**config.mk**
```make
export PLATFORM = sky130hd
export DESIGN_NAME = dsa_stop_select
export DESIGN_NICKNAME = d
export VERILOG_FILES = /design/src/shared/dsa_pkg.sv /design/src/core/dsa_speed_scale.sv /design/src/core/dsa_stop_select.sv
export SDC_FILE = /design/constraint.sdc
export NUM_CORES = 2
export LEC_CHECK = 0
export BUFFER_PORTS_ARGS = -buffer_cell sky130_fd_sc_hd__buf_2
export CAP_MARGIN = 40
export CORE_MARGIN = 5
export CORE_UTILIZATION = 61
export CTS_BUF_LIST = sky130_fd_sc_hd__clkbuf_8
export DETAILED_ROUTE_END_ITERATION = 7
export GPL_TIMING_DRIVEN = 1
export MAX_ROUTING_LAYER = met4
export PLACE_DENSITY = 0.78
export REMOVE_ABC_BUFFERS = 1
export SYNTH_ARGS = -nofsm -noshare
export SYNTH_HDL_FRONTEND = slang
export SYNTH_SLANG_ARGS = --single-unit
```
**constraint.sdc**
```tcl
create_clock -name core_clk -period 9.96 [get_ports core_clk]
set_input_delay 0.498 -clock core_clk [delete_from_list [all_inputs] [get_ports core_clk]]
set_output_delay 0.498 -clock core_clk [all_outputs]
set_load 0.005 [all_outputs]
```
**src/shared/dsa_pkg.sv**
```systemverilog
// Package with object indices, reset values, option codes and state carriers of the stop action block.
package dsa_pkg;

  localparam logic [15:0] IDX_SPEED_SCALE = 16'h604C;
  localparam logic [15:0] IDX_QS_ACTION   = 16'h605A;
  localparam logic [15:0] IDX_SD_ACTION   = 16'h605B;
  localparam logic [15:0] IDX_DIS_ACTION  = 16'h605C;

  localparam logic [7:0]  SUB_COUNT = 8'h00;
  localparam logic [7:0]  SUB_NUM   = 8'h01;
  localparam logic [7:0]  SUB_DEN   = 8'h02;
  localparam logic [7:0]  SCALE_SUB_MAX = 8'h02;

  localparam logic [31:0] NUM_RST = 32'h0000_0001;
  localparam logic [31:0] DEN_RST = 32'h0000_0001;
  localparam logic [15:0] QS_RST  = 16'h0002;
  localparam logic [15:0] SD_RST  = 16'h0001;
  localparam logic [15:0] DIS_RST = 16'h0001;

  localparam logic [15:0] QS_IMMEDIATE  = 16'h0000;
  localparam logic [15:0] QS_SLOW_SOD   = 16'h0001;
  localparam logic [15:0] QS_QUICK_SOD  = 16'h0002;
  localparam logic [15:0] QS_SLOW_HOLD  = 16'h0005;
  localparam logic [15:0] QS_QUICK_HOLD = 16'h0006;
  localparam logic [15:0] OFF_COAST     = 16'h0000;
  localparam logic [15:0] OFF_SLOW_SOD  = 16'h0001;

  localparam logic [6:0]  DIV_LAST = 7'h3F;

  typedef enum logic [1:0] {
    DSA_IDLE = 2'b00,
    DSA_RAMP = 2'b01,
    DSA_HOLD = 2'b10
  } dsa_seq_t;

  typedef struct packed {
    logic        wr;
    logic        rd;
    logic [15:0] index;
    logic [7:0]  sub;
    logic [31:0] wdata;
  } dsa_obj_req_t;

  typedef struct packed {
    logic        ack;
    logic        err;
    logic [31:0] rdata;
  } dsa_obj_rsp_t;

  typedef struct packed {
    logic coast;
    logic quick_halt;
    logic brake_slow;
    logic brake_quick;
    logic hold_energized;
    logic to_sod;
  } dsa_cmd_t;

  typedef struct packed {
    logic [31:0]  num;
    logic [31:0]  den;
    logic [15:0]  qs_code;
    logic [15:0]  sd_code;
    logic [15:0]  dis_code;
    dsa_seq_t     seq;
    logic         after_sod;
    dsa_cmd_t     cmd;
    dsa_obj_rsp_t rsp;
  } dsa_core_st_t;

  typedef struct packed {
    logic        busy;
    logic        neg;
    logic [6:0]  cnt;
    logic [63:0] quo;
    logic [32:0] rem;
    logic [31:0] dvs;
    logic [31:0] result;
    logic        done;
    logic        div_zero;
  } dsa_div_st_t;

endpackage

```
**src/core/dsa_speed_scale.sv**
```systemverilog
// Sequential speed scaler: internal speed times numerator, divided by denominator.
module dsa_speed_scale (
  input  wire logic        core_clk,
  input  wire logic        reset_n,
  input  wire logic        clk_en,
  input  wire logic        start,
  input  wire logic [31:0] speed_in,
  input  wire logic [31:0] num,
  input  wire logic [31:0] den,
  output logic             busy,
  output logic             done,
  output logic             div_zero,
  output logic [31:0]      rpm_out
);

  dsa_pkg::dsa_div_st_t st_ff;
  dsa_pkg::dsa_div_st_t nxt_st;

  always_comb
  begin
    logic signed [63:0] prod;
    logic [32:0]        rem_sh;
    logic [63:0]        quo_sh;
    prod   = $signed({{32{speed_in[31]}}, speed_in}) * $signed({{32{num[31]}}, num});
    rem_sh = {st_ff.rem[31:0], st_ff.quo[63]};
    quo_sh = {st_ff.quo[62:0], 1'b0};
    nxt_st = st_ff;
    nxt_st.done = 1'b0;
    if (st_ff.busy)
    begin
      if (rem_sh >= {1'b0, st_ff.dvs})
      begin
        rem_sh    = rem_sh - {1'b0, st_ff.dvs};
        quo_sh[0] = 1'b1;
      end
      nxt_st.rem = rem_sh;
      nxt_st.quo = quo_sh;
      nxt_st.cnt = st_ff.cnt + 7'h01;
      if (st_ff.cnt == dsa_pkg::DIV_LAST)
      begin
        nxt_st.busy   = 1'b0;
        nxt_st.done   = 1'b1;
        nxt_st.result = st_ff.neg ? 32'(-quo_sh[31:0]) : quo_sh[31:0];
      end
    end
    else if (start)
    begin
      // A zero divisor would run the loop to a meaningless all-ones quotient, so it answers at once with zero.
      if (den == 32'h0000_0000)
      begin
        nxt_st.done     = 1'b1;
        nxt_st.div_zero = 1'b1;
        nxt_st.result   = 32'h0000_0000;
      end
      else
      begin
        nxt_st.div_zero = 1'b0;
        nxt_st.busy     = 1'b1;
        nxt_st.cnt      = 7'h00;
        nxt_st.rem      = 33'h0_0000_0000;
        nxt_st.neg      = prod[63] ^ den[31];
        nxt_st.quo      = prod[63] ? 64'(-prod) : 64'(prod);
        nxt_st.dvs      = den[31] ? 32'(-den) : den;
      end
    end
  end

  always_ff @(posedge core_clk)
  begin
    if (!reset_n)
    begin
      st_ff <= '0;
    end
    else if (clk_en)
    begin
      st_ff <= nxt_st;
    end
  end

  assign busy     = st_ff.busy;
  assign done     = st_ff.done;
  assign div_zero = st_ff.div_zero;
  assign rpm_out  = st_ff.result;

  zero_div_a: assert property (@(posedge core_clk) disable iff (!reset_n)
    (clk_en && start && !st_ff.busy && den == 32'h0000_0000) |=> (done && div_zero && rpm_out == 32'h0000_0000))
    else $error("Zero divisor did not answer at once with zero.");

endmodule // dsa_speed_scale

```
**src/core/dsa_stop_select.sv**
```systemverilog
// Stop action select block: option code objects, stop sequencer and speed scaling.
// Overview of operation
// - Speed in rpm equals internal speed times numerator divided by denominator.
// - Numerator and denominator reset to one, signed 32-bit, readable and writable.
// - Quick stop code applies on entry to quick stop active; resets to 2.
// - Quick stop code 0 stops at once, then goes to switch on disabled.
// - Quick stop code 1 brakes on slow-down ramp, then switch on disabled.
// - Quick stop code 2 brakes on quick stop ramp, then switch on disabled.
// - Quick stop code 5 brakes slow, stays in quick stop, energized.
// - Quick stop code 6 brakes quick, stays in quick stop, energized.
// - Shutdown code applies from operation enabled to ready; resets to 1.
// - Disable code applies from operation enabled to switched on; resets to 1.
// - Shutdown or disable code 0 blocks the drive so the motor coasts.
// - Shutdown or disable code 1 brakes slow, then switch on disabled.
module dsa_stop_select (
  input  wire logic                  core_clk,
  input  wire logic                  reset_n,
  input  wire logic                  clk_en,
  input  wire dsa_pkg::dsa_obj_req_t obj_req,
  output dsa_pkg::dsa_obj_rsp_t      obj_rsp,
  input  wire logic                  qs_enter,
  input  wire logic                  shutdown_trans,
  input  wire logic                  disable_trans,
  input  wire logic                  standstill,
  input  wire logic                  psm_clear,
  output dsa_pkg::dsa_cmd_t          stop_cmd,
  input  wire logic                  speed_req,
  input  wire logic [31:0]           speed_int,
  output logic                       speed_busy,
  output logic                       speed_valid,
  output logic                       speed_div_zero,
  output logic [31:0]                speed_rpm
);

  dsa_pkg::dsa_core_st_t st_ff;
  dsa_pkg::dsa_core_st_t nxt_st;

  function automatic logic qs_code_ok(input logic [15:0] code);
    return code == dsa_pkg::QS_IMMEDIATE || code == dsa_pkg::QS_SLOW_SOD || code == dsa_pkg::QS_QUICK_SOD
        || code == dsa_pkg::QS_SLOW_HOLD || code == dsa_pkg::QS_QUICK_HOLD;
  endfunction

  function automatic logic off_code_ok(input logic [31:0] wdata);
    return wdata[15:0] == dsa_pkg::OFF_COAST || wdata[15:0] == dsa_pkg::OFF_SLOW_SOD;
  endfunction

  function automatic logic [31:0] sext16(input logic [15:0] v);
    return {{16{v[15]}}, v};
  endfunction

  always_comb
  begin
    logic [15:0] off_code;
    off_code = 16'h0000;
    nxt_st = st_ff;

    // Object access: every request is answered one cycle later.
    nxt_st.rsp.ack = obj_req.wr | obj_req.rd;
    nxt_st.rsp.err = 1'b0;
    if (obj_req.wr)
    begin
      case (obj_req.index)
        dsa_pkg::IDX_SPEED_SCALE:
        begin
          if (obj_req.sub == dsa_pkg::SUB_NUM)
            nxt_st.num = obj_req.wdata;
          else if (obj_req.sub == dsa_pkg::SUB_DEN)
            nxt_st.den = obj_req.wdata;
          else
            nxt_st.rsp.err = 1'b1;
        end
        dsa_pkg::IDX_QS_ACTION:
        begin
          // A 32-bit write must sign-extend a 16-bit value, else it is not that value.
          if (obj_req.sub == dsa_pkg::SUB_COUNT && obj_req.wdata == sext16(obj_req.wdata[15:0])
              && qs_code_ok(obj_req.wdata[15:0]))
            nxt_st.qs_code = obj_req.wdata[15:0];
          else
            nxt_st.rsp.err = 1'b1;
        end
        dsa_pkg::IDX_SD_ACTION:
        begin
          if (obj_req.sub == dsa_pkg::SUB_COUNT && obj_req.wdata[31:16] == 16'h0000 && off_code_ok(obj_req.wdata))
            nxt_st.sd_code = obj_req.wdata[15:0];
          else
            nxt_st.rsp.err = 1'b1;
        end
        dsa_pkg::IDX_DIS_ACTION:
        begin
          if (obj_req.sub == dsa_pkg::SUB_COUNT && obj_req.wdata[31:16] == 16'h0000 && off_code_ok(obj_req.wdata))
            nxt_st.dis_code = obj_req.wdata[15:0];
          else
            nxt_st.rsp.err = 1'b1;
        end
        default:
        begin
          nxt_st.rsp.err = 1'b1;
        end
      endcase
    end
    else if (obj_req.rd)
    begin
      nxt_st.rsp.rdata = 32'h0000_0000;
      case (obj_req.index)
        dsa_pkg::IDX_SPEED_SCALE:
        begin
          if (obj_req.sub == dsa_pkg::SUB_COUNT)
            nxt_st.rsp.rdata = {24'h00_0000, dsa_pkg::SCALE_SUB_MAX};
          else if (obj_req.sub == dsa_pkg::SUB_NUM)
            nxt_st.rsp.rdata = st_ff.num;
          else if (obj_req.sub == dsa_pkg::SUB_DEN)
            nxt_st.rsp.rdata = st_ff.den;
          else
            nxt_st.rsp.err = 1'b1;
        end
        dsa_pkg::IDX_QS_ACTION:
        begin
          nxt_st.rsp.rdata = sext16(st_ff.qs_code);
          nxt_st.rsp.err   = obj_req.sub != dsa_pkg::SUB_COUNT;
        end
        dsa_pkg::IDX_SD_ACTION:
        begin
          nxt_st.rsp.rdata = sext16(st_ff.sd_code);
          nxt_st.rsp.err   = obj_req.sub != dsa_pkg::SUB_COUNT;
        end
        dsa_pkg::IDX_DIS_ACTION:
        begin
          nxt_st.rsp.rdata = sext16(st_ff.dis_code);
          nxt_st.rsp.err   = obj_req.sub != dsa_pkg::SUB_COUNT;
        end
        default:
        begin
          nxt_st.rsp.err = 1'b1;
        end
      endcase
    end

    // Stop sequencer: progress of the running stop.
    nxt_st.cmd.to_sod = 1'b0;
    case (st_ff.seq)
      dsa_pkg::DSA_IDLE:
      begin
        nxt_st.cmd = '0;
      end
      dsa_pkg::DSA_RAMP:
      begin
        if (standstill)
        begin
          nxt_st.cmd.quick_halt  = 1'b0;
          nxt_st.cmd.brake_slow  = 1'b0;
          nxt_st.cmd.brake_quick = 1'b0;
          if (st_ff.after_sod)
          begin
            nxt_st.cmd.to_sod         = 1'b1;
            nxt_st.cmd.hold_energized = 1'b0;
            nxt_st.seq                = dsa_pkg::DSA_IDLE;
          end
          else
          begin
            nxt_st.seq = dsa_pkg::DSA_HOLD;
          end
        end
      end
      dsa_pkg::DSA_HOLD:
      begin
        // Held until the power state machine leaves the stop state, e.g. back to operation enabled.
        if (psm_clear)
        begin
          nxt_st.cmd = '0;
          nxt_st.seq = dsa_pkg::DSA_IDLE;
        end
      end
      default:
      begin
        nxt_st.cmd = '0;
        nxt_st.seq = dsa_pkg::DSA_IDLE;
      end
    endcase

    // A new transition restarts the sequence; quick stop has priority over the other two.
    if (qs_enter)
    begin
      nxt_st.cmd       = '0;
      nxt_st.seq       = dsa_pkg::DSA_RAMP;
      nxt_st.after_sod = 1'b1;
      case (st_ff.qs_code)
        dsa_pkg::QS_IMMEDIATE:  nxt_st.cmd.quick_halt = 1'b1;
        dsa_pkg::QS_SLOW_SOD:   nxt_st.cmd.brake_slow = 1'b1;
        dsa_pkg::QS_QUICK_SOD:  nxt_st.cmd.brake_quick = 1'b1;
        dsa_pkg::QS_SLOW_HOLD:
        begin
          nxt_st.cmd.brake_slow     = 1'b1;
          nxt_st.cmd.hold_energized = 1'b1;
          nxt_st.after_sod          = 1'b0;
        end
        dsa_pkg::QS_QUICK_HOLD:
        begin
          nxt_st.cmd.brake_quick    = 1'b1;
          nxt_st.cmd.hold_energized = 1'b1;
          nxt_st.after_sod          = 1'b0;
        end
        default:                nxt_st.cmd.brake_quick = 1'b1;
      endcase
    end
    else if (shutdown_trans || disable_trans)
    begin
      off_code         = shutdown_trans ? st_ff.sd_code : st_ff.dis_code;
      nxt_st.cmd       = '0;
      nxt_st.after_sod = 1'b1;
      if (off_code == dsa_pkg::OFF_COAST)
      begin
        nxt_st.cmd.coast = 1'b1;
        nxt_st.seq       = dsa_pkg::DSA_HOLD;
      end
      else
      begin
        nxt_st.cmd.brake_slow = 1'b1;
        nxt_st.seq            = dsa_pkg::DSA_RAMP;
      end
    end
  end

  always_ff @(posedge core_clk)
  begin
    if (!reset_n)
    begin
      st_ff          <= '0;
      st_ff.num      <= dsa_pkg::NUM_RST;
      st_ff.den      <= dsa_pkg::DEN_RST;
      st_ff.qs_code  <= dsa_pkg::QS_RST;
      st_ff.sd_code  <= dsa_pkg::SD_RST;
      st_ff.dis_code <= dsa_pkg::DIS_RST;
    end
    else if (clk_en)
    begin
      st_ff <= nxt_st;
    end
  end

  assign obj_rsp  = st_ff.rsp;
  assign stop_cmd = st_ff.cmd;

  // The product is taken at the request, so later scaling writes do not disturb a running division.
  dsa_speed_scale u_scale (
    .core_clk (core_clk),
    .reset_n  (reset_n),
    .clk_en   (clk_en),
    .start    (speed_req),
    .speed_in (speed_int),
    .num      (st_ff.num),
    .den      (st_ff.den),
    .busy     (speed_busy),
    .done     (speed_valid),
    .div_zero (speed_div_zero),
    .rpm_out  (speed_rpm)
  );

  reset_vals_a: assert property (@(posedge core_clk) (!reset_n && clk_en) |=>
    (st_ff.num == dsa_pkg::NUM_RST && st_ff.den == dsa_pkg::DEN_RST && st_ff.qs_code == dsa_pkg::QS_RST
     && st_ff.sd_code == dsa_pkg::SD_RST && st_ff.dis_code == dsa_pkg::DIS_RST))
    else $error("Preset values not loaded by reset.");

  qs_immediate_a: assert property (@(posedge core_clk) disable iff (!reset_n)
    (clk_en && qs_enter && st_ff.qs_code == dsa_pkg::QS_IMMEDIATE) |=> (stop_cmd.quick_halt && !stop_cmd.brake_slow))
    else $error("Quick stop code 0 did not halt at once.");

  qs_slow_a: assert property (@(posedge core_clk) disable iff (!reset_n)
    (clk_en && qs_enter && st_ff.qs_code == dsa_pkg::QS_SLOW_SOD) |=> (stop_cmd.brake_slow && st_ff.after_sod))
    else $error("Quick stop code 1 did not brake on the slow ramp.");

  qs_quick_a: assert property (@(posedge core_clk) disable iff (!reset_n)
    (clk_en && qs_enter && st_ff.qs_code == dsa_pkg::QS_QUICK_SOD) |=> (stop_cmd.brake_quick && !stop_cmd.brake_slow))
    else $error("Quick stop code 2 did not brake on the quick ramp.");

  hold_energized_a: assert property (@(posedge core_clk) disable iff (!reset_n)
    (clk_en && st_ff.seq == dsa_pkg::DSA_RAMP && !st_ff.after_sod && standstill && !qs_enter && !shutdown_trans
     && !disable_trans) |=> (st_ff.seq == dsa_pkg::DSA_HOLD && stop_cmd.hold_energized && !stop_cmd.to_sod))
    else $error("Holding quick stop did not keep the motor energized.");

  slow_sod_a: assert property (@(posedge core_clk) disable iff (!reset_n)
    (clk_en && shutdown_trans && !qs_enter && st_ff.sd_code == dsa_pkg::OFF_SLOW_SOD) ##1
    (clk_en && standstill && !qs_enter && !shutdown_trans && !disable_trans) |=> (stop_cmd.to_sod && !stop_cmd.brake_slow))
    else $error("Slow ramp stop did not end in switch on disabled.");

  coast_a: assert property (@(posedge core_clk) disable iff (!reset_n)
    (clk_en && disable_trans && !shutdown_trans && !qs_enter && st_ff.dis_code == dsa_pkg::OFF_COAST) |=>
    (stop_cmd.coast && !stop_cmd.brake_slow && !stop_cmd.brake_quick))
    else $error("Code 0 did not block the drive.");

  bad_code_keep_a: assert property (@(posedge core_clk) disable iff (!reset_n)
    (clk_en && obj_req.wr && obj_req.index == dsa_pkg::IDX_QS_ACTION && !qs_code_ok(obj_req.wdata[15:0])) |=>
    (obj_rsp.ack && obj_rsp.err && $stable(st_ff.qs_code)))
    else $error("Undefined quick stop code was taken.");

endmodule // dsa_stop_select

```
==> impl_metrics.env <==
export IMPL_ys_seq_elements=326
export IMPL_maxSlewHeadroom=0.369
export IMPL_drc_errors=0
export IMPL_power_density_nw_per_um2=58.2
export IMPL_tns_ps=0
export IMPL_drt_iter0_drc=3703
export IMPL_synth_area_leader_cell="fa_1"
export IMPL_cp_top_family="adder cells"
export IMPL_synth_cells=6216
export IMPL_synth_compound_area_share=0.104
export IMPL_num_rows=109
export IMPL_synth_area_per_cell_um2=8.71
export IMPL_worstMarginPinSlew_ps=945
export IMPL_slew_violations=0
export IMPL_synth_xor_area_frac=0.0345
export IMPL_numCtsBuffers=53
export IMPL_design_area_um2=56900
export IMPL_syn_area_um2=54100
export IMPL_antenna_found_initial=3
export IMPL_status="finished, final reports clean"
export IMPL_place_area_um2=55900
export IMPL_yosysSeqAreaShare=0.121
export IMPL_avgViaCountPerCell=5.92
export IMPL_finalCritPeriodShare=0.951
export IMPL_start_util=0.613
export IMPL_worst_setup_path_start_kind="register"
export IMPL_max_cap_violations=0
export IMPL_fmax_mhz=106
export IMPL_die_h_um=308
export IMPL_min_period_ps=9470
export IMPL_finClkSkew_ps=36.2
export IMPL_finalPower_mw=3.32
export IMPL_fin_util=0.645
export IMPL_hold_ws_ps=166
export IMPL_wl_um=152000
export IMPL_die_width_um=308
export IMPL_synthTopCellsByArea="fa_1, dfxtp_1, inv_1"
export IMPL_port_buffer_count=173
export IMPL_grt_usage=0.334
export IMPL_muxShareOfSynthArea=0.00206
export IMPL_synth_simple_area_share=0.184
export IMPL_cpPeakStageDelay_ps=910
export IMPL_firstDrtPassIters=7
export IMPL_io_pins=174
export IMPL_setup_viol=0
export IMPL_synth_adder_area_share=0.451
export IMPL_dieArea_um2=94800
export IMPL_crit_fanout=34
export IMPL_grt_pass1_vias=46411
export IMPL_synth_edff_count=0
export IMPL_hold_path_class="input pin to register"
export IMPL_cts_root_buf="clkbuf_8"
export IMPL_cp_end_kind="register"
export IMPL_rsz0062_at_grt="false"
export IMPL_path_buf_inv=4
export IMPL_hp_start="obj_req[26]"
export IMPL_synthFlopType="dfxtp_1"
export IMPL_htree_levels=2
export IMPL_r2r_start="st_ff[135]"
export IMPL_drive_above_1_share=0.0694
export IMPL_cp_arrival_ps=9910
export IMPL_worst_setup_path_type="register to register"
export IMPL_synth_distinct_cells=80
export IMPL_cpMostUsedCell="fa_1"
export IMPL_layout_nets=7546
export IMPL_synth_top_area_share=0.401
export IMPL_core_area_um2=88200
export IMPL_grt_pass1_wl_um=248000
export IMPL_clkLatencyLatePin_ps=620
export IMPL_power_leakage_nw=27.0
export IMPL_synth_top_family_by_area="adder cells"
export IMPL_grt_ovfl_total=0
export IMPL_ant_nets=0
export IMPL_area_growth_pct=5.17
export IMPL_grt_max_degree=111
export IMPL_dp_hpwl_um=120000
export IMPL_synthArstFlopShare=0
export IMPL_vias=43482
export IMPL_startpoint="st_ff[135]"
export IMPL_required_ps=10400
export IMPL_clkSinkCount=326
export IMPL_ys_warnings_count=0
export IMPL_cts_tree="yes"
export IMPL_crit_path_top_delay_cell="dfxtp_2"
export IMPL_clk_pin_slew_ps=60
export IMPL_routedWlPerCell_um=20.6
export IMPL_gp_congestion=0.968
export IMPL_clock_path_buffers=3
export IMPL_irDropWorstVdd_mv=0.121
export IMPL_finalHoldViolCount=0
[synth_stat cells, drive strengths merged, types with 17 or more instances]
library cell	n
nand2b	29
or3	30
nand2	842
a31oi	24
or2	17
inv	986
ha	220
fa	1083
and3	90
nor2	267
xnor2	119
dfxtp	326
nor3	51
a211oi	36
o22ai	61
nand3	40
a22oi	99
o21ai	192
and2	531
clkbuf	357
xor2	94
a21oi	281
nor2b	21
nor4	35
buf	83
o31ai	42
a21o	49
nand4	42
[worst paths after layout]
check | endpoint | slack [ps] | cells after the start
hold / removal | st_ff[117] | 170 | 3
setup / recovery | u_scale.st_ff[158] | 490 | 27
hold reg to reg | u_scale.rpm_out[5] | 450 | 2
setup reg to reg | u_scale.st_ff[158] | 490 | 27
[through the flow]
step	std cells	setup WS (ps)
finish	7351	487
CTS	7350	470
detailed placement	7254	351
global placement	7239	337
global route	7351	16.9
floorplan	5776	-134
[tightest hold or removal path, cell delays in order]
cell,delay (ps)
buf_2,120
nand2_1,60
a21oi_1,50
[logic make-up after synthesis]
| logic type | count (synthesis) |
|---|---|
| and+or+nand+nor | 2038 |
| adders and majority gates | 1303 |
| buffers and inverters | 1426 |
| AOI/OAI and AO/OA | 899 |
| muxes | 11 |
| DFF | 326 |
| xor gates and xnor gates | 213 |
[placed cells by master (no fill, tap or decap), types with 173 or more instances in the layout]
cell     instances
a21oi_1        279
and2_1         529
buf_2          173
dfxtp_1        322
fa_1          1083
ha_1           220
inv_1         1011
nand2_1        841
nor2_1         267
o21ai_0        183
[what timing repair did]
item                       4_1_cts  5_1_grt
hold buffers                     0        0
setup endpoints to repair        0        3
gates resized for setup          0        2
buffers inserted                 0        0
[cell type report]
class,instances,area (um^2)
multi-input cells,4464,42000
clock buffers,64,881
flip-flops and latches,326,6530
repair buffers,313,2160
fillers,7301,31300
inverters,986,3710
well taps,1165,1460
clock inverters,32,138
diodes,1,2.50
[per-layer routing]
metal	routed length, um	track usage	vias up
met2	71700	0.535	2035
met1	60000	0.434	21757
met4	7560	0.137	0
li1	-	-	19227
met5	0	-	-
met3	12400	0.0472	463
[registers in the layout, indices dropped and copies added (netlist names)]
register,count
u_scale.done,1
u_scale.st_ff,136
u_scale.rpm_out,32
u_scale.busy,1
st_ff,115
u_scale.div_zero,1
obj_rsp,34
stop_cmd,6
[report_power, final]
group	internal, mW	switching (mW)	total [mW]
clock	0.581	0.547	1.13
combinational	0.277	0.545	0.822
sequential	1.34	0.0271	1.37
No activity file was read; power rests on OpenSTA's default activity.
